--- config.mk ---
export PLATFORM = sky130hd
export DESIGN_NAME = nvs_sequencer
export DESIGN_NICKNAME = d
export VERILOG_FILES = /design/src/common/nvs_pkg.sv /design/src/design/nvs_serial_port.sv /design/src/design/nvs_sequencer.sv
export SDC_FILE = /design/constraint.sdc
export NUM_CORES = 1
export LEC_CHECK = 0
export ABC_AREA = 1
export BUFFER_PORTS_ARGS = -buffer_cell sky130_fd_sc_hd__buf_2
export CORE_UTILIZATION = 35
export CTS_CLUSTER_DIAMETER = 60
export DETAILED_ROUTE_END_ITERATION = 10
export HOLD_SLACK_MARGIN = 0.08
export PLACE_DENSITY = 0.55
export REMOVE_ABC_BUFFERS = 1
export SYNTH_ARGS = -nofsm -noshare
export SYNTH_HDL_FRONTEND = slang
export SYNTH_SLANG_ARGS = --single-unit
export TNS_END_PERCENT = 20
--- constraint.sdc ---
create_clock -name ref_clk_i -period 2.43 [get_ports ref_clk_i]
set_input_delay 0.1215 -clock ref_clk_i [delete_from_list [all_inputs] [get_ports ref_clk_i]]
set_output_delay 0.1215 -clock ref_clk_i [all_outputs]
set_load 0.05 [all_outputs]
--- src/common/nvs_pkg.sv ---
// Purpose: Shared constants and types for the serial NVM erase/write sequencer
// Assumes: 10 MHz system clock, programming clock sampled as a plain input
// Notes: Times are in microseconds; cycle counts derive from them
package nvs_pkg;
    // ************************************************
    // Serial framing
    // ************************************************
    localparam int CMD_BITS = 4;
    localparam int OPER_BITS = 16;
    localparam logic [4:0] FRAME_LAST = 5'h13;
    localparam logic [4:0] CMD_LAST = 5'h03;
    localparam logic [4:0] OUT_LOAD = 5'h0B;
    localparam logic [3:0] CMD_CORE = 4'h0;
    localparam logic [3:0] CMD_SHIFT_OUT = 4'h2;
    localparam logic [3:0] CMD_TBL_WR = 4'hC;

    // ************************************************
    // Core instruction subset
    // ************************************************
    localparam logic [7:0] OP_MOVLW = 8'h0E;
    localparam logic [7:0] OP_MOVWF = 8'h6E;
    localparam logic [7:0] OP_CLRF = 8'h6A;
    localparam logic [7:0] OP_MOVF_W = 8'h50;
    localparam logic [3:0] OP_BSF = 4'h8;
    localparam logic [3:0] OP_BCF = 4'h9;

    // ************************************************
    // File addresses and control bits
    // ************************************************
    localparam logic [7:0] F_CTRL = 8'hA6;
    localparam logic [7:0] F_TBL_U = 8'hF8;
    localparam logic [7:0] F_TBL_H = 8'hF7;
    localparam logic [7:0] F_TBL_L = 8'hF6;
    localparam logic [7:0] F_TLATCH = 8'hF5;
    localparam logic [7:0] F_EE_LO = 8'hA9;
    localparam logic [7:0] F_EE_HI = 8'hAA;
    localparam logic [7:0] F_EE_DATA = 8'hA8;
    localparam int B_PGM_SEL = 7;
    localparam int B_CFG_SEL = 6;
    localparam int B_FREE = 4;
    localparam int B_WRITE_ENABLE_BIT = 2;
    localparam int B_WR = 1;
    localparam logic [7:0] CTRL_RESET = 8'h00;

    // ************************************************
    // Bulk erase option locations and values, row erase mask and start fall count
    // ************************************************
    localparam logic [21:0] OPT_LO_ADDR = 22'h3C0004;
    localparam logic [21:0] OPT_HI_ADDR = 22'h3C0005;
    localparam logic [7:0] BULK_LO_VAL = 8'h8F;
    localparam logic [7:0] BULK_HI_VAL = 8'h0F;
    localparam logic [21:0] ROW_MASK = 22'h3FFFC0;
    localparam logic [4:0] START_FALLS = 5'h18;

    // ************************************************
    // Self-timed durations
    // ************************************************
    localparam int CLK_MHZ = 10;
    localparam int ROW_ERASE_US = 1000;
    localparam int EE_PHASE_US = 2000;
    localparam int BULK_ERASE_US = 5000;
    localparam int ROW_ERASE_CYC = ROW_ERASE_US * CLK_MHZ;
    localparam int EE_PHASE_CYC = EE_PHASE_US * CLK_MHZ;
    localparam int BULK_ERASE_CYC = BULK_ERASE_US * CLK_MHZ;

    typedef enum logic [2:0] {
        NVS_OP_NONE,
        NVS_OP_BULK,
        NVS_OP_ROW,
        NVS_OP_EE_ERASE,
        NVS_OP_EE_WRITE
    } nvs_op_type;

    typedef struct packed {
        logic [3:0] cmd;
        logic [15:0] operand;
    } nvs_instr_type;

    typedef struct packed {
        logic strobe;
        nvs_op_type op;
        logic [21:0] addr;
        logic [7:0] data;
    } nvs_nvm_cmd_type;
endpackage

--- src/design/nvs_serial_port.sv ---
// Purpose: Serial frame engine on the programming clock and data pins
// Assumes: Pins are asynchronous; both pass two flip-flops first
// Notes: Output data is driven on rising edges, input taken on falling
`timescale 1ns/10ps
module nvs_serial_port (
    input wire logic ref_clk_i,
    input wire logic rstn_i,
    input wire logic hold_i,
    input wire logic prog_clock_pin_i,
    input wire logic prog_data_pin_i,
    input wire logic [7:0] out_byte_i,
    output logic fall_o,
    output logic instr_valid_o,
    output nvs_pkg::nvs_instr_type instr_o,
    output logic prog_data_pin_o,
    output logic prog_data_pin_oe_o
);
    logic clk_s1_r, clk_s2_r, clk_s3_r, dat_s1_r, dat_s2_r;
    logic [19:0] sr_r;
    logic [4:0] cnt_r;
    logic [3:0] cmd_r;
    logic [7:0] sh_r;
    logic valid_r, out_r, oe_r;
    nvs_pkg::nvs_instr_type instr_r;

    wire fall = clk_s3_r & ~clk_s2_r;
    wire rise = ~clk_s3_r & clk_s2_r;
    wire out_phase = (cmd_r == nvs_pkg::CMD_SHIFT_OUT) && (cnt_r > nvs_pkg::OUT_LOAD);

    // ************************************************
    // Synchronisers
    // ************************************************
    always_ff @(posedge ref_clk_i or negedge rstn_i) begin
        if (!rstn_i) begin
            {clk_s1_r, clk_s2_r, clk_s3_r, dat_s1_r, dat_s2_r} <= 5'h00;
        end else begin
            {clk_s1_r, clk_s2_r, clk_s3_r} <= {prog_clock_pin_i, clk_s1_r, clk_s2_r};
            {dat_s1_r, dat_s2_r} <= {prog_data_pin_i, dat_s1_r};
        end
    end

    // ************************************************
    // Frame capture
    // ************************************************
    // 20-bit LSb-first frames
    always_ff @(posedge ref_clk_i or negedge rstn_i) begin
        if (!rstn_i) begin
            sr_r <= 20'h00000;
            cnt_r <= 5'h00;
            cmd_r <= 4'h0;
            valid_r <= 1'b0;
            instr_r <= '0;
        end else begin
            valid_r <= 1'b0;
            if (hold_i) begin
                cnt_r <= 5'h00;
                cmd_r <= 4'h0;
            end else if (fall) begin
                sr_r <= {dat_s2_r, sr_r[19:1]};
                cnt_r <= (cnt_r == nvs_pkg::FRAME_LAST) ? 5'h00 : cnt_r + 5'h01;
                if (cnt_r == nvs_pkg::CMD_LAST) begin
                    cmd_r <= {dat_s2_r, sr_r[19:17]};
                end
                if (cnt_r == nvs_pkg::FRAME_LAST) begin
                    valid_r <= 1'b1;
                    instr_r <= {cmd_r, dat_s2_r, sr_r[19:5]};
                end
            end
        end
    end

    // ************************************************
    // Shift-out of the table latch
    // ************************************************
    // latch driven on last eight clocks
    always_ff @(posedge ref_clk_i or negedge rstn_i) begin
        if (!rstn_i) begin
            sh_r <= 8'h00;
            out_r <= 1'b0;
            oe_r <= 1'b0;
        end else if (hold_i || (fall && cnt_r == nvs_pkg::FRAME_LAST)) begin
            oe_r <= 1'b0;
        end else if (fall && cnt_r == nvs_pkg::OUT_LOAD) begin
            sh_r <= out_byte_i;
        end else if (rise && out_phase) begin
            out_r <= sh_r[0];
            sh_r <= {1'b0, sh_r[7:1]};
            oe_r <= 1'b1;
        end
    end

    assign fall_o = fall & ~hold_i;
    assign instr_valid_o = valid_r;
    assign instr_o = instr_r;
    assign prog_data_pin_o = out_r;
    assign prog_data_pin_oe_o = oe_r;

    a_frame_length: assert property (@(posedge ref_clk_i) disable iff (!rstn_i)
        valid_r |-> $past(cnt_r) == nvs_pkg::FRAME_LAST)
        else $error("frame ended off the twentieth clock");
    a_out_cmd_only: assert property (@(posedge ref_clk_i) disable iff (!rstn_i)
        oe_r |-> cmd_r == nvs_pkg::CMD_SHIFT_OUT)
        else $error("data pin driven outside shift-out");
endmodule // nvs_serial_port

--- src/design/nvs_sequencer.sv ---
// Purpose: Device-side erase and data EEPROM write sequencer behind serial pins
// Assumes: Programmer keeps its own sequence; array is outside this block
// Notes: Array is outside; the block only emits command strobes
// Summary of operation
// - Lower location then gets full-chip value; device erases everything.
// - Row erase starts on fourth clock of second NOP after start.
// - EEPROM written one byte via address pair and latch, erase first.
// - Both select bits clear direct the write to data EEPROM.
// - Writes accepted only while write enable is set.
// - Start bit launches write using current address and data latch.
// - Write begins on 24th falling clock; start bit cleared at end.
// - Instruction is 4-bit command plus 16-bit operand, LSb first.
// - Command 0000 runs a core instruction; 0010 shifts latch out.
`timescale 1ns/10ps
module nvs_sequencer #(
    parameter int ROW_CYC = nvs_pkg::ROW_ERASE_CYC,
    parameter int EE_CYC = nvs_pkg::EE_PHASE_CYC,
    parameter int BULK_CYC = nvs_pkg::BULK_ERASE_CYC
) (
    input wire logic ref_clk_i,
    input wire logic rstn_i,
    input wire logic prog_clock_pin_i,
    input wire logic prog_data_pin_i,
    output logic prog_data_pin_o,
    output logic prog_data_pin_oe_o,
    output nvs_pkg::nvs_nvm_cmd_type nvm_cmd_o,
    output logic nvm_busy_o
);
    typedef enum logic [1:0] {ST_IDLE, ST_WAIT, ST_ERASE, ST_WRITE} nvs_state_type;

    nvs_state_type state_r, state_nxt;
    nvs_pkg::nvs_op_type op_r, op_nxt;
    nvs_pkg::nvs_instr_type instr;
    nvs_pkg::nvs_nvm_cmd_type cmd_r;
    logic [7:0] ctrl_r, ctrl_nxt, wreg_r, tbl_u_r, tbl_h_r, tbl_l_r, tlatch_r;
    logic [7:0] ee_lo_r, ee_hi_r, ee_data_r, opt_lo_r, opt_hi_r, sw_ctrl;
    logic [4:0] falls_r;
    logic [23:0] timer_r, timer_nxt;
    logic fall, valid;

    nvs_serial_port u_port (
        .ref_clk_i(ref_clk_i),
        .rstn_i(rstn_i),
        .hold_i(state_r == ST_ERASE && op_r == nvs_pkg::NVS_OP_BULK),
        .prog_clock_pin_i(prog_clock_pin_i),
        .prog_data_pin_i(prog_data_pin_i),
        .out_byte_i(tlatch_r),
        .fall_o(fall),
        .instr_valid_o(valid),
        .instr_o(instr),
        .prog_data_pin_o(prog_data_pin_o),
        .prog_data_pin_oe_o(prog_data_pin_oe_o)
    );

    // ************************************************
    // Core instruction decode
    // ************************************************
    function automatic logic file_hit(input logic en, input logic [7:0] f, input logic [7:0] a);
        file_hit = en && (f == a);
    endfunction

    wire [7:0] op_hi = instr.operand[15:8];
    wire [7:0] fsel = instr.operand[7:0];
    wire is_core = valid && instr.cmd == nvs_pkg::CMD_CORE;
    wire is_movlw = is_core && op_hi == nvs_pkg::OP_MOVLW;
    wire is_movf = is_core && op_hi == nvs_pkg::OP_MOVF_W && fsel == nvs_pkg::F_CTRL;
    wire is_store = is_core && (op_hi == nvs_pkg::OP_MOVWF || op_hi == nvs_pkg::OP_CLRF);
    wire [7:0] store_val = (op_hi == nvs_pkg::OP_CLRF) ? 8'h00 : wreg_r;
    wire is_bsf = is_core && instr.operand[15:12] == nvs_pkg::OP_BSF && fsel == nvs_pkg::F_CTRL;
    wire is_bcf = is_core && instr.operand[15:12] == nvs_pkg::OP_BCF && fsel == nvs_pkg::F_CTRL;
    wire [2:0] bit_idx = instr.operand[11:9];
    wire [7:0] bit_mask = 8'h01 << bit_idx;
    wire [21:0] tbl_ptr = {tbl_u_r[5:0], tbl_h_r, tbl_l_r};
    wire is_tblwr = valid && instr.cmd == nvs_pkg::CMD_TBL_WR;
    wire opt_lo_we = is_tblwr && tbl_ptr == nvs_pkg::OPT_LO_ADDR;
    wire opt_hi_we = is_tblwr && tbl_ptr == nvs_pkg::OPT_HI_ADDR;
    wire bulk_go = opt_lo_we && instr.operand[7:0] == nvs_pkg::BULK_LO_VAL
        && opt_hi_r == nvs_pkg::BULK_HI_VAL;
    wire busy = state_r != ST_IDLE;
    wire phase_end = (state_r == ST_ERASE || state_r == ST_WRITE) && timer_r == 24'h000000;
    wire launch = state_r == ST_WAIT && fall && falls_r == nvs_pkg::START_FALLS - 5'h01;
    // Refused target clears the start bit at launch, else it would stick
    wire done = (phase_end && !(state_r == ST_ERASE && op_r == nvs_pkg::NVS_OP_EE_ERASE))
        || (launch && op_r == nvs_pkg::NVS_OP_NONE);
    // start only with write enable already set
    wire wr_go = !ctrl_r[nvs_pkg::B_WR] && sw_ctrl[nvs_pkg::B_WR] && ctrl_r[nvs_pkg::B_WRITE_ENABLE_BIT];
    wire ee_target = ctrl_r[nvs_pkg::B_PGM_SEL:nvs_pkg::B_CFG_SEL] == 2'b00;
    wire row_target = ctrl_r[nvs_pkg::B_PGM_SEL] && !ctrl_r[nvs_pkg::B_CFG_SEL]
        && ctrl_r[nvs_pkg::B_FREE];

    // ************************************************
    // Control register next value
    // ************************************************
    always_comb begin
        sw_ctrl = ctrl_r;
        if (file_hit(is_store, fsel, nvs_pkg::F_CTRL)) begin
            sw_ctrl = store_val;
        end else if (is_bsf) begin
            sw_ctrl = ctrl_r | bit_mask;
        end else if (is_bcf) begin
            sw_ctrl = ctrl_r & ~bit_mask;
        end
        ctrl_nxt = sw_ctrl;
        if (ctrl_r[nvs_pkg::B_WR]) begin
            ctrl_nxt[nvs_pkg::B_WR] = !done;
        end else begin
            ctrl_nxt[nvs_pkg::B_WR] = wr_go && !busy;
        end
    end

    // ************************************************
    // Operation sequencing
    // ************************************************
    always_comb begin
        state_nxt = state_r;
        op_nxt = op_r;
        timer_nxt = (timer_r != 24'h000000) ? timer_r - 24'h000001 : timer_r;
        unique case (state_r)
            ST_IDLE: begin
                if (bulk_go) begin
                    state_nxt = ST_WAIT;
                    op_nxt = nvs_pkg::NVS_OP_BULK;
                end else if (wr_go) begin
                    state_nxt = ST_WAIT;
                    op_nxt = ee_target ? nvs_pkg::NVS_OP_EE_ERASE
                        : (row_target ? nvs_pkg::NVS_OP_ROW : nvs_pkg::NVS_OP_NONE);
                end
            end
            ST_WAIT: begin
                if (launch) begin
                    state_nxt = (op_r == nvs_pkg::NVS_OP_NONE) ? ST_IDLE : ST_ERASE;
                    unique case (op_r)
                        nvs_pkg::NVS_OP_BULK: timer_nxt = 24'(BULK_CYC - 1);
                        nvs_pkg::NVS_OP_ROW: timer_nxt = 24'(ROW_CYC - 1);
                        default: timer_nxt = 24'(EE_CYC - 1);
                    endcase
                end
            end
            ST_ERASE: begin
                if (phase_end) begin
                    state_nxt = (op_r == nvs_pkg::NVS_OP_EE_ERASE) ? ST_WRITE : ST_IDLE;
                    op_nxt = (op_r == nvs_pkg::NVS_OP_EE_ERASE) ? nvs_pkg::NVS_OP_EE_WRITE : op_r;
                    timer_nxt = 24'(EE_CYC - 1);
                end
            end
            ST_WRITE: begin
                if (phase_end) begin
                    state_nxt = ST_IDLE;
                end
            end
        endcase
    end

    // ************************************************
    // Array command, one strobe per phase
    // ************************************************
    // operation type picks the address: masked row pointer, zero, or the EEPROM address pair
    wire [21:0] ee_addr = {12'h000, ee_hi_r[1:0], ee_lo_r};
    wire [21:0] op_addr = (op_nxt == nvs_pkg::NVS_OP_ROW) ? (tbl_ptr & nvs_pkg::ROW_MASK)
        : ((op_nxt == nvs_pkg::NVS_OP_BULK) ? 22'h000000 : ee_addr);
    wire strobe = (state_nxt == ST_ERASE && state_r != ST_ERASE)
        || (state_nxt == ST_WRITE && state_r != ST_WRITE);

    always_ff @(posedge ref_clk_i or negedge rstn_i) begin
        if (!rstn_i) begin
            cmd_r <= '0;
        end else begin
            cmd_r <= {strobe, strobe ? op_nxt : cmd_r.op, strobe ? op_addr : cmd_r.addr,
                strobe ? ee_data_r : cmd_r.data};
        end
    end

    always_ff @(posedge ref_clk_i or negedge rstn_i) begin
        if (!rstn_i) begin
            state_r <= ST_IDLE;
            op_r <= nvs_pkg::NVS_OP_NONE;
            timer_r <= 24'h000000;
            falls_r <= 5'h00;
        end else begin
            state_r <= state_nxt;
            op_r <= op_nxt;
            timer_r <= timer_nxt;
            falls_r <= (state_r != ST_WAIT) ? 5'h00 : falls_r + 5'(fall);
        end
    end

    // ************************************************
    // Core-visible registers
    // ************************************************
    always_ff @(posedge ref_clk_i or negedge rstn_i) begin
        if (!rstn_i) begin
            ctrl_r <= nvs_pkg::CTRL_RESET;
            {wreg_r, tbl_u_r, tbl_h_r, tbl_l_r, tlatch_r} <= 40'h0000000000;
            {ee_lo_r, ee_hi_r, ee_data_r, opt_lo_r, opt_hi_r} <= 40'h0000000000;
        end else begin
            ctrl_r <= ctrl_nxt;
            if (is_movlw) wreg_r <= fsel;
            if (is_movf) wreg_r <= ctrl_r;
            if (file_hit(is_store, fsel, nvs_pkg::F_TBL_U)) tbl_u_r <= store_val;
            if (file_hit(is_store, fsel, nvs_pkg::F_TBL_H)) tbl_h_r <= store_val;
            if (file_hit(is_store, fsel, nvs_pkg::F_TBL_L)) tbl_l_r <= store_val;
            if (file_hit(is_store, fsel, nvs_pkg::F_TLATCH)) tlatch_r <= store_val;
            if (file_hit(is_store, fsel, nvs_pkg::F_EE_LO)) ee_lo_r <= store_val;
            if (file_hit(is_store, fsel, nvs_pkg::F_EE_HI)) ee_hi_r <= store_val;
            if (file_hit(is_store, fsel, nvs_pkg::F_EE_DATA)) ee_data_r <= store_val;
            if (opt_lo_we) opt_lo_r <= instr.operand[7:0];
            if (opt_hi_we) opt_hi_r <= instr.operand[15:8];
        end
    end

    assign nvm_cmd_o = cmd_r;
    assign nvm_busy_o = busy;

    // ************************************************
    // Checks
    // ************************************************
    a_wr_needs_write_enable_bit: assert property (@(posedge ref_clk_i) disable iff (!rstn_i)
        $rose(ctrl_r[nvs_pkg::B_WR]) |-> $past(ctrl_r[nvs_pkg::B_WRITE_ENABLE_BIT]))
        else $error("start bit set without write enable");
    a_launch_on_24: assert property (@(posedge ref_clk_i) disable iff (!rstn_i)
        (state_r == ST_WAIT && state_nxt != ST_WAIT)
        |-> fall && falls_r == nvs_pkg::START_FALLS - 5'h01)
        else $error("operation left wait off the 24th fall");
    a_row_strobe: assert property (@(posedge ref_clk_i) disable iff (!rstn_i)
        cmd_r.strobe && cmd_r.op == nvs_pkg::NVS_OP_ROW |-> $past(state_r == ST_WAIT))
        else $error("row erase strobe without wait");
    a_wr_held_busy: assert property (@(posedge ref_clk_i) disable iff (!rstn_i)
        (busy && op_r != nvs_pkg::NVS_OP_BULK) |-> ctrl_r[nvs_pkg::B_WR])
        else $error("start bit dropped while busy");
    a_wr_clears: assert property (@(posedge ref_clk_i) disable iff (!rstn_i)
        (done && ctrl_r[nvs_pkg::B_WR]) |=> !ctrl_r[nvs_pkg::B_WR] && state_r == ST_IDLE)
        else $error("start bit not cleared at completion");
    a_ee_erase_first: assert property (@(posedge ref_clk_i) disable iff (!rstn_i)
        cmd_r.strobe && cmd_r.op == nvs_pkg::NVS_OP_EE_WRITE
        |-> $past(state_r) == ST_ERASE && $past(op_r) == nvs_pkg::NVS_OP_EE_ERASE)
        else $error("EEPROM store without erase phase");
    a_ee_target: assert property (@(posedge ref_clk_i) disable iff (!rstn_i)
        cmd_r.strobe && cmd_r.op == nvs_pkg::NVS_OP_EE_ERASE
        |-> ctrl_r[7:6] == 2'b00 && cmd_r.addr == ee_addr)
        else $error("EEPROM erase with wrong target or address");
    a_bulk_value: assert property (@(posedge ref_clk_i) disable iff (!rstn_i)
        cmd_r.strobe && cmd_r.op == nvs_pkg::NVS_OP_BULK
        |-> opt_hi_r == nvs_pkg::BULK_HI_VAL && opt_lo_r == nvs_pkg::BULK_LO_VAL)
        else $error("bulk erase without full-chip option");
endmodule // nvs_sequencer

---- Word level (Yosys, flattened, before mapping) ----
Index checks and enable logic that the tools add are counted.
cells by class
  add/subtract/negate cells ............... 3
  magnitude comparators ................... 1
  eq/ne operators ......................... 38
  shift operators ......................... 1
  multiplexer cells ....................... 44
  bitwise gates (word level) .............. 11
  reduce and logical (&&, ||, !) cells .... 69
operators with widths
  cell                                                                   number
  8-bit equality test, second input constant                             9
  24-bit 2-to-1 mux                                                      3
  8-bit 2-to-1 mux                                                       8
  24-bit one-hot mux with 2 select lines                                 1
  22-bit equality test, second input constant                            2
  1-bit logical AND                                                      40
  16-bit one-hot mux with 2 select lines                                 1
  8-bit by 7-bit equality test with 1-bit output, second input constant  3
  24-bit zero test                                                       1
  24-bit nonzero test                                                    1
  24-bit by 1-bit subtractor with 24-bit output, second input constant   1
  22-bit 2-to-1 mux                                                      1
  5-bit 2-to-1 mux                                                       4
  2-bit 2-to-1 mux                                                       9
  8-bit by 4-bit equality test with 1-bit output, second input constant  2
  4-bit equality test, second input constant                             3
  3-bit 2-to-1 mux                                                       4
  4-bit 2-to-1 mux                                                       3
  2-bit nonzero test                                                     6
  5-bit equality test, second input constant                             2
  10-bit 2-to-1 mux                                                      1
  3-bit by 2-bit equality test with 1-bit output, second input constant  3
  8-bit bitwise AND                                                      1
  2-bit equality test, second input constant                             4
  26 further kinds                                                       54
word-level totals
  bits in registers ....................... 205
  bits of input ports ..................... 4
  output and inout bits ................... 37

---- Depth between registers and ports, before layout ----
Gate-level depths: netlist of run 1.
  depth after elaboration ................. 15
  gate-level depth with buffers ........... 17

---- Cells and area by module ----
Synthesis of run 1 repeated with hierarchy kept, for this count alone.
unflattened totals
  cell total of the unflattened synthesis .. 1149
  area total of the unflattened synthesis .. 9964.6 um2
by module, submodules not included
  module           times used  cells an instance  area each (um2)
  nvs_sequencer    1           886                7302.0
  nvs_serial_port  1           263                2662.6

---- Worst setup path before layout of run 1 ----
Ideal clock, no wire load.
  path kind ............................... register to register
  from .................................... reg state_r[0]
  to ...................................... reg cmd_r, in the netlist nvm_cmd_o[18]
  setup time .............................. 0.118 ns
  data arrival time ....................... 2.026 ns
  required time ........................... 2.312 ns
  slack ................................... 0.286 ns
  cell stages (with the launch flop) ...... 17
  clock period less this slack ............ 2.144 ns
  cells stage by stage .................... dfrtp_1 -> inv_1 -> ha_1 -> inv_1 -> nor2_2 -> nor2_2 -> buf_6 -> nand4_1 -> nand3_1 -> o21ai_1 -> nor2_1 -> nor2_2 -> nand3_2 -> buf_6 -> buf_6 -> nand2_1 -> nand2_1
between the ends
  longest elaborated chain between the ends .. 11
  elaborated cells on any way between the ends .. 28
  those cells by class .................... eq/ne: 8; mux: 9; bitwise: 2; reduce/logical: 9
ends and longest elaborated chain
  item                                           line                                                            source
  from (decl)                                    nvs_sequencer.sv:31                                             nvs_state_type state_r, state_nxt;
  from (signal assigned)                         nvs_sequencer.sv:180                                            state_r <= state_nxt;
  2-bit equality test                            nvs_sequencer.sv:44, nvs_sequencer.sv:80, nvs_sequencer.sv:118
  1-bit logical AND                              nvs_sequencer.sv:44                                             .hold_i(state_r == ST_ERASE && op_r == nvs_pkg::NVS_OP_BULK),
  1-bit inverter (no source line)                -
  1-bit bitwise AND                              nvs_serial_port.sv:92                                           assign fall_o = fall & ~hold_i;
  1-bit logical AND (2 in a row)                 nvs_sequencer.sv:81                                             wire launch = state_r == ST_WAIT && fall && falls_r == nvs_pkg::START_FALLS - 5'h01;
  2-bit 2-to-1 mux                               nvs_sequencer.sv:130                                            if (launch) begin
  2-bit one-hot mux with 4 select lines (*)      nvs_sequencer.sv:118                                            unique case (state_r)
  named net state_nxt[1]                         nvs_sequencer.sv:31
  2-bit equality test, on equally long branches  nvs_sequencer.sv:161, nvs_sequencer.sv:162
  1-bit logical AND, on equally long branches    nvs_sequencer.sv:161, nvs_sequencer.sv:162
  1-bit logical OR (*)                           nvs_sequencer.sv:162                                            || (state_nxt == ST_WRITE && state_r != ST_WRITE);
  to (signal assigned)                           nvs_sequencer.sv:168                                            cmd_r <= {strobe, strobe ? op_nxt : cmd_r.op, strobe ? op_addr : cmd_r.addr,
  to (decl)                                      nvs_sequencer.sv:34                                             nvs_pkg::nvs_nvm_cmd_type cmd_r;
Mark *: on every way through the listed nets, which the timed path passes. The rest lies on a longest branch.
A chain may end at the register's enable or synchronous reset.

---- Final worst setup path of run 1 ----
  from .................................... reg timer_r[0]
  to ...................................... reg cmd_r, in the netlist nvm_cmd_o[17]
between the ends
  longest elaborated chain between the ends .. 7
  elaborated cells on any way between the ends .. 16
  those cells by class .................... eq/ne: 4; mux: 7; reduce/logical: 5
ends and longest elaborated chain
  item                                           line                                        source
  from (decl)                                    nvs_sequencer.sv:38                         logic [23:0] timer_r, timer_nxt;
  from (signal assigned)                         nvs_sequencer.sv:182                        timer_r <= timer_nxt;
  24-bit zero test (*)                           nvs_sequencer.sv:80                         wire phase_end = (state_r == ST_ERASE || state_r == ST_WRITE) && timer_r == 24'h000000;
  1-bit logical AND (*)                          nvs_sequencer.sv:80
  2-bit 2-to-1 mux, on equally long branches     nvs_sequencer.sv:147, nvs_sequencer.sv:140
  2-bit one-hot mux with 4 select lines (*)      nvs_sequencer.sv:118
  named net state_nxt[1]                         nvs_sequencer.sv:31
  2-bit equality test, on equally long branches  nvs_sequencer.sv:161, nvs_sequencer.sv:162
  1-bit logical AND, on equally long branches    nvs_sequencer.sv:161, nvs_sequencer.sv:162
  1-bit logical OR (*)                           nvs_sequencer.sv:162
Marked as above.

==> run metrics, run 1 <==
Fin. Hold Viols 0; Gate power share 0.058; Async S/R FF share, synth 1.00; Final TNS setup 0 ps; Final period util 0.939; final-report max-slew violation count 0; detailed-placement wirelength estimate 15.2 mm; CTS tree built; internal cell power around 5.0 mW; worst-case clock buffer depth 2; Vias per Instance about 4.9; average wire per standard cell about 14 µm; worst slew pin tran between 500 and 600 ps; GRT overflow 0; main flop type after synthesis sky130_fd_sc_hd__dfrtp_1; worst-case vdd ir drop ~0.36 mV; # diodes 0; kind of start point of the critical path flip-flop; Crit Path Category flip-flop to flip-flop; count of unresolved DRC violations after routing 0; DRT Wirelength approximately 21 mm; die extent in y about 160 µm; flops & latches, synth 200; status finished clean; number of enable-type register cells in the synthesized netlist 0; die outline width roughly 160 µm; # Max-Cap Violations 0; residual antenna-violating net count after detailed routing 0; portion of total power attributed to sequential cells 0.521; Final GP Congestion around 0.85; endpoint of the lowest-slack register-to-register path nvm_cmd_o[17]; Worst-Skew Late Latency about 450 ps; synthesized instance count 1087; Die Outline Area 0.0270 mm²; critical path required time 2810 ps; post-layout total power 6.90 mW; global-route wire length before repair 36.3 mm; Clk pwr share 0.421; Syn. warnings 0; number of distinct library cell variants in the gate-level netlist after synthesis 50; placed insts between 1000 and 1500; fmax approximately 0.44 GHz; switching power between 1.5 and 2 mW; number of H-tree levels 4; vias after detailed routing between 7000 and 8000; 1st-iter DRT viols around 660; number of setup violations in the final report 0; number of buffers created by CTS 17; Sink Count 200; number of port buffers 40; area of all placed cells without fillers between 0.01 and 0.015 mm²; flop-to-flop setup slack roughly 150 ps; CP peak stage delay ~380 ps; count of TritonRoute iterations in the first routing pass 5; Layout area overhead 16.3%; placeable core area 0.0260 mm²; r2r startpoint timer_r[0]; clock-pin transition on the worst setup and hold timing paths ~80 ps; Most common cell on crit path sky130_fd_sc_hd__nand2_1; Critical Path Fanout Max 10; instance area after placement between 0.01 and 0.015 mm²; vias in the first global route ~7000; global-route usage over all layers 0.171; worst reg-to-reg path cell count 15; post-route insts no fill roughly 1500; # IOs 41; Worst EP arrival ~2700 ps; P per Cell Area 642 mW/mm²; Max Clock Skew 21.3 ps; maximum number of pins on one net before global-route repair between 60 and 70; min cycle time layout approximately 2300 ps; area of the mapped netlist between 0.009 and 0.01 mm²; crit end category flip-flop; CP Cell Sequence inv_1, ha_2, nand2_1, nor2_2, nand3_2, nor2_1, nand2_1, nand2_1, nor2_1, nor2_2, nand2_2, nor2_4, buf_4, nand3_1, nand3_1; Final #Nets about 1200; portion of the post-synthesis area used by sequential elements 0.542; clock root buffer master sky130_fd_sc_hd__clkbuf_16; Worst slew margin 0.638; number of antenna violations at the first check in global routing 0; Max stage delay cell, worst path sky130_fd_sc_hd__dfrtp_1; Finished Core Util 0.413; post-synthesis area per instance 8.50 µm²; Leakage 5.24 nW; switching share of total power 0.269; initial core utilization 0.355; std cell rows 59; min-delay worst type primary input to asynchronous set/reset pin; fraction of layout instances using a drive strength above 1 0.148
[layout make-up]
class,count,area (µm²)
multi-input combinational,759,3750
clock buffer,17,425
sequential,200,5000
clock inverter,15,188
timing repair buffer,82,586
tap,335,419
fill,2627,15200
inverter,99,373
[kinds of logic after synthesis]
kind of cell             count (synthesis)  synth area share
adder cells (fa/ha/maj)                  8            0.0108
flip-flops                             200             0.542
AND/OR/NAND/NOR                        550             0.258
XOR/XNOR                                16            0.0152
buffers and inverters                  128            0.0588
multiplexers                             1           0.00122
AO/OA/AOI/OAI                          184             0.114
[sequential cells by signal, indices dropped and copies added (netlist names), 15 cells and up]
signal	count
nvm_cmd_o	34
timer_r	24
u_port.instr_o	20
u_port.sr_r	15
[metrics by stage]
step	hold slack (ps)	setup slack, ps
finish	233	148
global route	274	-13.1
CTS	248	71.4
detailed placement	158	75.7
global placement	149	82.3
floorplan	-174	-873
[cells in the final DEF, fill, tap and decap left out, types with 3 or more instances in the layout]
cell type / synthesis / routed
sky130_fd_sc_hd__nand2_1: 315 / 312
sky130_fd_sc_hd__dfrtp_1: 200 / 200
sky130_fd_sc_hd__o21ai_0: 113 / 113
sky130_fd_sc_hd__nor2_1: 104 / 98
sky130_fd_sc_hd__inv_1: 85 / 85
sky130_fd_sc_hd__nand3_1: 65 / 62
sky130_fd_sc_hd__buf_2: 4 / 39
sky130_fd_sc_hd__buf_4: 3 / 34
sky130_fd_sc_hd__a21oi_1: 19 / 19
sky130_fd_sc_hd__clkbuf_16: 0 / 17
sky130_fd_sc_hd__nand2_2: 12 / 15
sky130_fd_sc_hd__nand4_1: 14 / 14
sky130_fd_sc_hd__nor3_1: 12 / 12
sky130_fd_sc_hd__nor2_2: 7 / 11
sky130_fd_sc_hd__inv_2: 11 / 11
sky130_fd_sc_hd__xor2_1: 10 / 10
sky130_fd_sc_hd__a31oi_1: 8 / 8
sky130_fd_sc_hd__nor2_4: 5 / 7
sky130_fd_sc_hd__o211ai_1: 7 / 7
sky130_fd_sc_hd__ha_1: 8 / 7
sky130_fd_sc_hd__xnor2_1: 6 / 6
sky130_fd_sc_hd__o21ai_1: 6 / 6
sky130_fd_sc_hd__o22ai_1: 6 / 6
sky130_fd_sc_hd__o311ai_0: 6 / 6
sky130_fd_sc_hd__nand3_2: 1 / 4
sky130_fd_sc_hd__o221ai_1: 4 / 4
sky130_fd_sc_hd__inv_6: 0 / 4
sky130_fd_sc_hd__clkinv_8: 0 / 4
sky130_fd_sc_hd__buf_12: 0 / 4
sky130_fd_sc_hd__or2_2: 3 / 3
sky130_fd_sc_hd__nor4_1: 3 / 3
sky130_fd_sc_hd__inv_12: 0 / 3
sky130_fd_sc_hd__dlygate4sd3_1: 0 / 3
[cell usage after synthesis (all sizes together), types with 2 or more instances]
library cell  count  area (µm²)
or2               4        25.0
nor3             12        60.1
o311ai            6        52.6
buf              13         110
ha                8         100
a21boi            2        15.0
xor2             10        87.6
a31oi             8        50.1
nor4              3        18.8
o221ai            4        35.0
clkinv            3        12.5
dfrtp           200        5000
xnor2             6        52.6
o21ai           119         596
nand2           329        1280
o2111ai           2        17.5
o22ai             6        37.5
o211ai            7        52.6
nor2            117         510
inv              96         360
a21oi            22         129
nand4            15         109
clkbuf           16        60.1
nand3            68         370
a32oi             2        17.5
[worst max-delay path: cells and delay by family (launching register included)]
family | cells | cell delay [ps]
and+or+nand+nor | 12 | 1300
adders and majority gates | 1 | 230
buffers and inverters | 2 | 310
DFF | 1 | 380
[power by group through the flow]
stage | registers [mW] | logic (mW) | clock network [mW]
2_1_floorplan | 3.65 | 0.236 | 0
3_3_place_gp | 3.66 | 0.394 | 0
3_5_place_dp | 3.66 | 0.402 | 0
4_1_cts | 3.60 | 0.406 | 2.99
5_1_grt | 3.62 | 0.476 | 3.12
6_report | 3.60 | 0.398 | 2.91
[timing repair]
action                                  4_1_cts  5_1_grt
gates resized for setup                       0       16
hold buffers                                  3        0
hold endpoints to repair                     64        0
endpoints found under the setup margin        0       40
setup buffers                                 0        3
[worst max path at each step]
stage | endpoint | startpoint
6_report | nvm_cmd_o[17] | timer_r[0]
5_1_grt | nvm_cmd_o[23] | timer_r[0]
4_1_cts | nvm_cmd_o[14] | timer_r[0]
3_5_place_dp | nvm_cmd_o[17] | timer_r[0]
3_3_place_gp | nvm_cmd_o[23] | timer_r[0]
2_1_floorplan | u_port.instr_o[0] | state_r[0]
[per-layer routing]
metal  GRT usage  share of wire  vias up
met3      0.0281          0.030       20
met5           0              0        -
met2       0.264           0.45      132
li1            -              -     3703
met1       0.246           0.51     3485
met4      0.0500          0.013        0
(Power assumes the default switching activity.)
==> run 2, diff against run 1 <==
BUFFER_PORTS_ARGS = -buffer_cell sky130_fd_sc_hd__buf_4   (was -buffer_cell sky130_fd_sc_hd__buf_2)
CORE_MARGIN = 8   (was not set)
==> run 2 against run 1 <==
Non-clock buffer count increased by 6. Maximum frequency fell by 0.91%. Hold slack better by 42 ps. Clock power about the same. Power up 0.18%. Cell area up 2.6%. Setup slack lost 21 ps. Critical path depth is 3 lower. Sequential power hardly changed. Register-to-register slack got worse by 20 ps. Critical path type unchanged. Largest power group unchanged.
==> run metrics, run 2 (synthesis gave the netlist of run 1 again) <==
status finished clean; worst-case setup margin in the final layout roughly 130 ps; pre-CTS setup slack between 100 and 150 ps; Critical Path Fanout Max 15; GRT overflow 0; commonest cells after routing, fill and taps aside sky130_fd_sc_hd__nand2_1 (310), sky130_fd_sc_hd__dfrtp_1 (199), sky130_fd_sc_hd__o21ai_0 (113); number of antenna violations at the first check in global routing 0; placed insts about 1500; # diodes 0; # Max-Cap Violations 0; number of H-tree levels 4; crit end category flip-flop; Worst slew margin 0.511; fmax between 0.4 and 0.5 GHz; Vias per Instance between 4 and 5; number of setup violations in the final report 0; die outline width about 180 µm; Sink Count 200; Max stage delay cell, worst path sky130_fd_sc_hd__dfrtp_1; DRT Wirelength about 22 mm; number of filler instances in the final layout between 2000 and 3000; worst slew pin tran approximately 730 ps; Crit Path Category flip-flop to flip-flop; Final GP Congestion between 0.8 and 0.9; vias in the first global route 7037; worst-case clock buffer depth 2; Final #Nets around 1200; vias after detailed routing approximately 7400; final-report max-slew violation count 0; Fin. Hold Viols 0; placeable core area approximately 0.026 mm²; detailed-placement wirelength estimate around 16 mm; number of port buffers 40; Final period util 0.948; CTS tree built; worst-case vdd ir drop around 0.4 mV; maximum number of pins on one net before global-route repair 85; min-delay worst type primary input to asynchronous set/reset pin; global-route usage over all layers 0.145; Leakage around 5.3 nW; P per Cell Area approximately 630 mW/mm²; critical path required time 2810 ps; kind of start point of the critical path flip-flop; count of TritonRoute iterations in the first routing pass 6; Max Clock Skew between 15 and 20 ps; 1st-iter DRT viols between 600 and 700; Worst-Skew Late Latency 440 ps; Largest register FFs 34; die extent in y ~180 µm; # IOs approximately 40; global-route wire length before repair around 37 mm; Die Outline Area 0.0318 mm²; std cell rows 59; Final TNS setup 0 ps; initial core utilization 0.355; CP Cell Sequence nor2_1, nand3_4, nor2_4, nand4_4, nand3_4, a21oi_1, nor2_2, nand2_2, nor2_4, clkbuf_16, nand3_1, nand2_1; count of unresolved DRC violations after routing 0; min cycle time layout roughly 2300 ps; number of buffers created by CTS 17; most frequent standard cell in the layout excluding fill and tap cells sky130_fd_sc_hd__nand2_1; clock root buffer master sky130_fd_sc_hd__clkbuf_16; Layout area overhead 19.3%; fraction of layout instances using a drive strength above 1 0.164; clock-pin transition on the worst setup and hold timing paths approximately 80 ps; setup repair after global routing missed its margin true; post-route insts no fill ~1500; residual antenna-violating net count after detailed routing 0; average wire per standard cell around 15 µm; CP peak stage delay just over 400 ps; Worst EP arrival about 2700 ps
## run 2: worst paths after layout
path,startpoint,end,slack (ps),depth (start not counted)
hold reg to reg,u_port.dat_s1_r,u_port.dat_s2_r,350,0
hold / removal,rstn_i,u_port.clk_s1_r,280,2
setup reg to reg,u_port.instr_o[19],nvm_cmd_o[9],130,12
min in group ref_clk_i,prog_clock_pin_i,u_port.clk_s1_r,320,2
setup / recovery,u_port.instr_o[19],nvm_cmd_o[9],130,12
max in group asynchronous,rstn_i,op_r[1],1380,3
## run 2: metrics by stage
stage	power [mW]	hold slack [ps]	instance area [µm²]	util
after floorplan	3.88	-174	9070	-
after global placement	4.06	220	10200	0.392
after detailed placement	4.07	223	10200	0.392
after CTS	7.01	304	10800	0.417
after global routing	7.23	320	11000	0.424
final	6.91	275	11000	0.424
## run 2: area by class of cell
type | count | area [µm²] | area share
Clock buffer | 17 | 425 | 0.0386
Clock inverter | 15 | 194 | 0.0176
Inverter | 99 | 373 | 0.0338
Multi-Input combinational cell | 759 | 3810 | 0.345
Sequential cell | 200 | 5010 | 0.454
Tap cell | 335 | 419 | 0.0380
Timing Repair Buffer | 88 | 797 | 0.0723
## run 2: critical path, delay by kind of cell (launching register included)
kind / cells / cell delay, ps
AOI/OAI and AO/OA: 1 / 100
buffers and inverters: 1 / 220
DFF: 1 / 410
and+or+nand+nor: 10 / 1510
## run 2: timing repair
action,CTS,global route
gates resized for setup,0,33
setup endpoints to repair,0,33
endpoints found under the hold margin,82,0
hold buffers,3,0
setup buffers,0,3
## run 2: power breakdown
| part | internal [mW] | switching, mW |
|---|---|---|
| Sequential | 3.49 | 0.109 |
| Combinational | 0.148 | 0.260 |
| Clock | 1.42 | 1.49 |
| Total | 5.05 | 1.86 |
## run 2: layer usage
| metal | routed length [µm] | GRT usage | up-vias | share of wire |
|---|---|---|---|---|
| met5 | 0 | 0 | - | 0 |
| met3 | 823 | 0.0246 | 24 | 0.037 |
| met4 | 433 | 0.0482 | 0 | 0.019 |
| met2 | 9730 | 0.213 | 143 | 0.44 |
| met1 | 11300 | 0.211 | 3521 | 0.51 |
| li1 | - | - | 3718 | - |
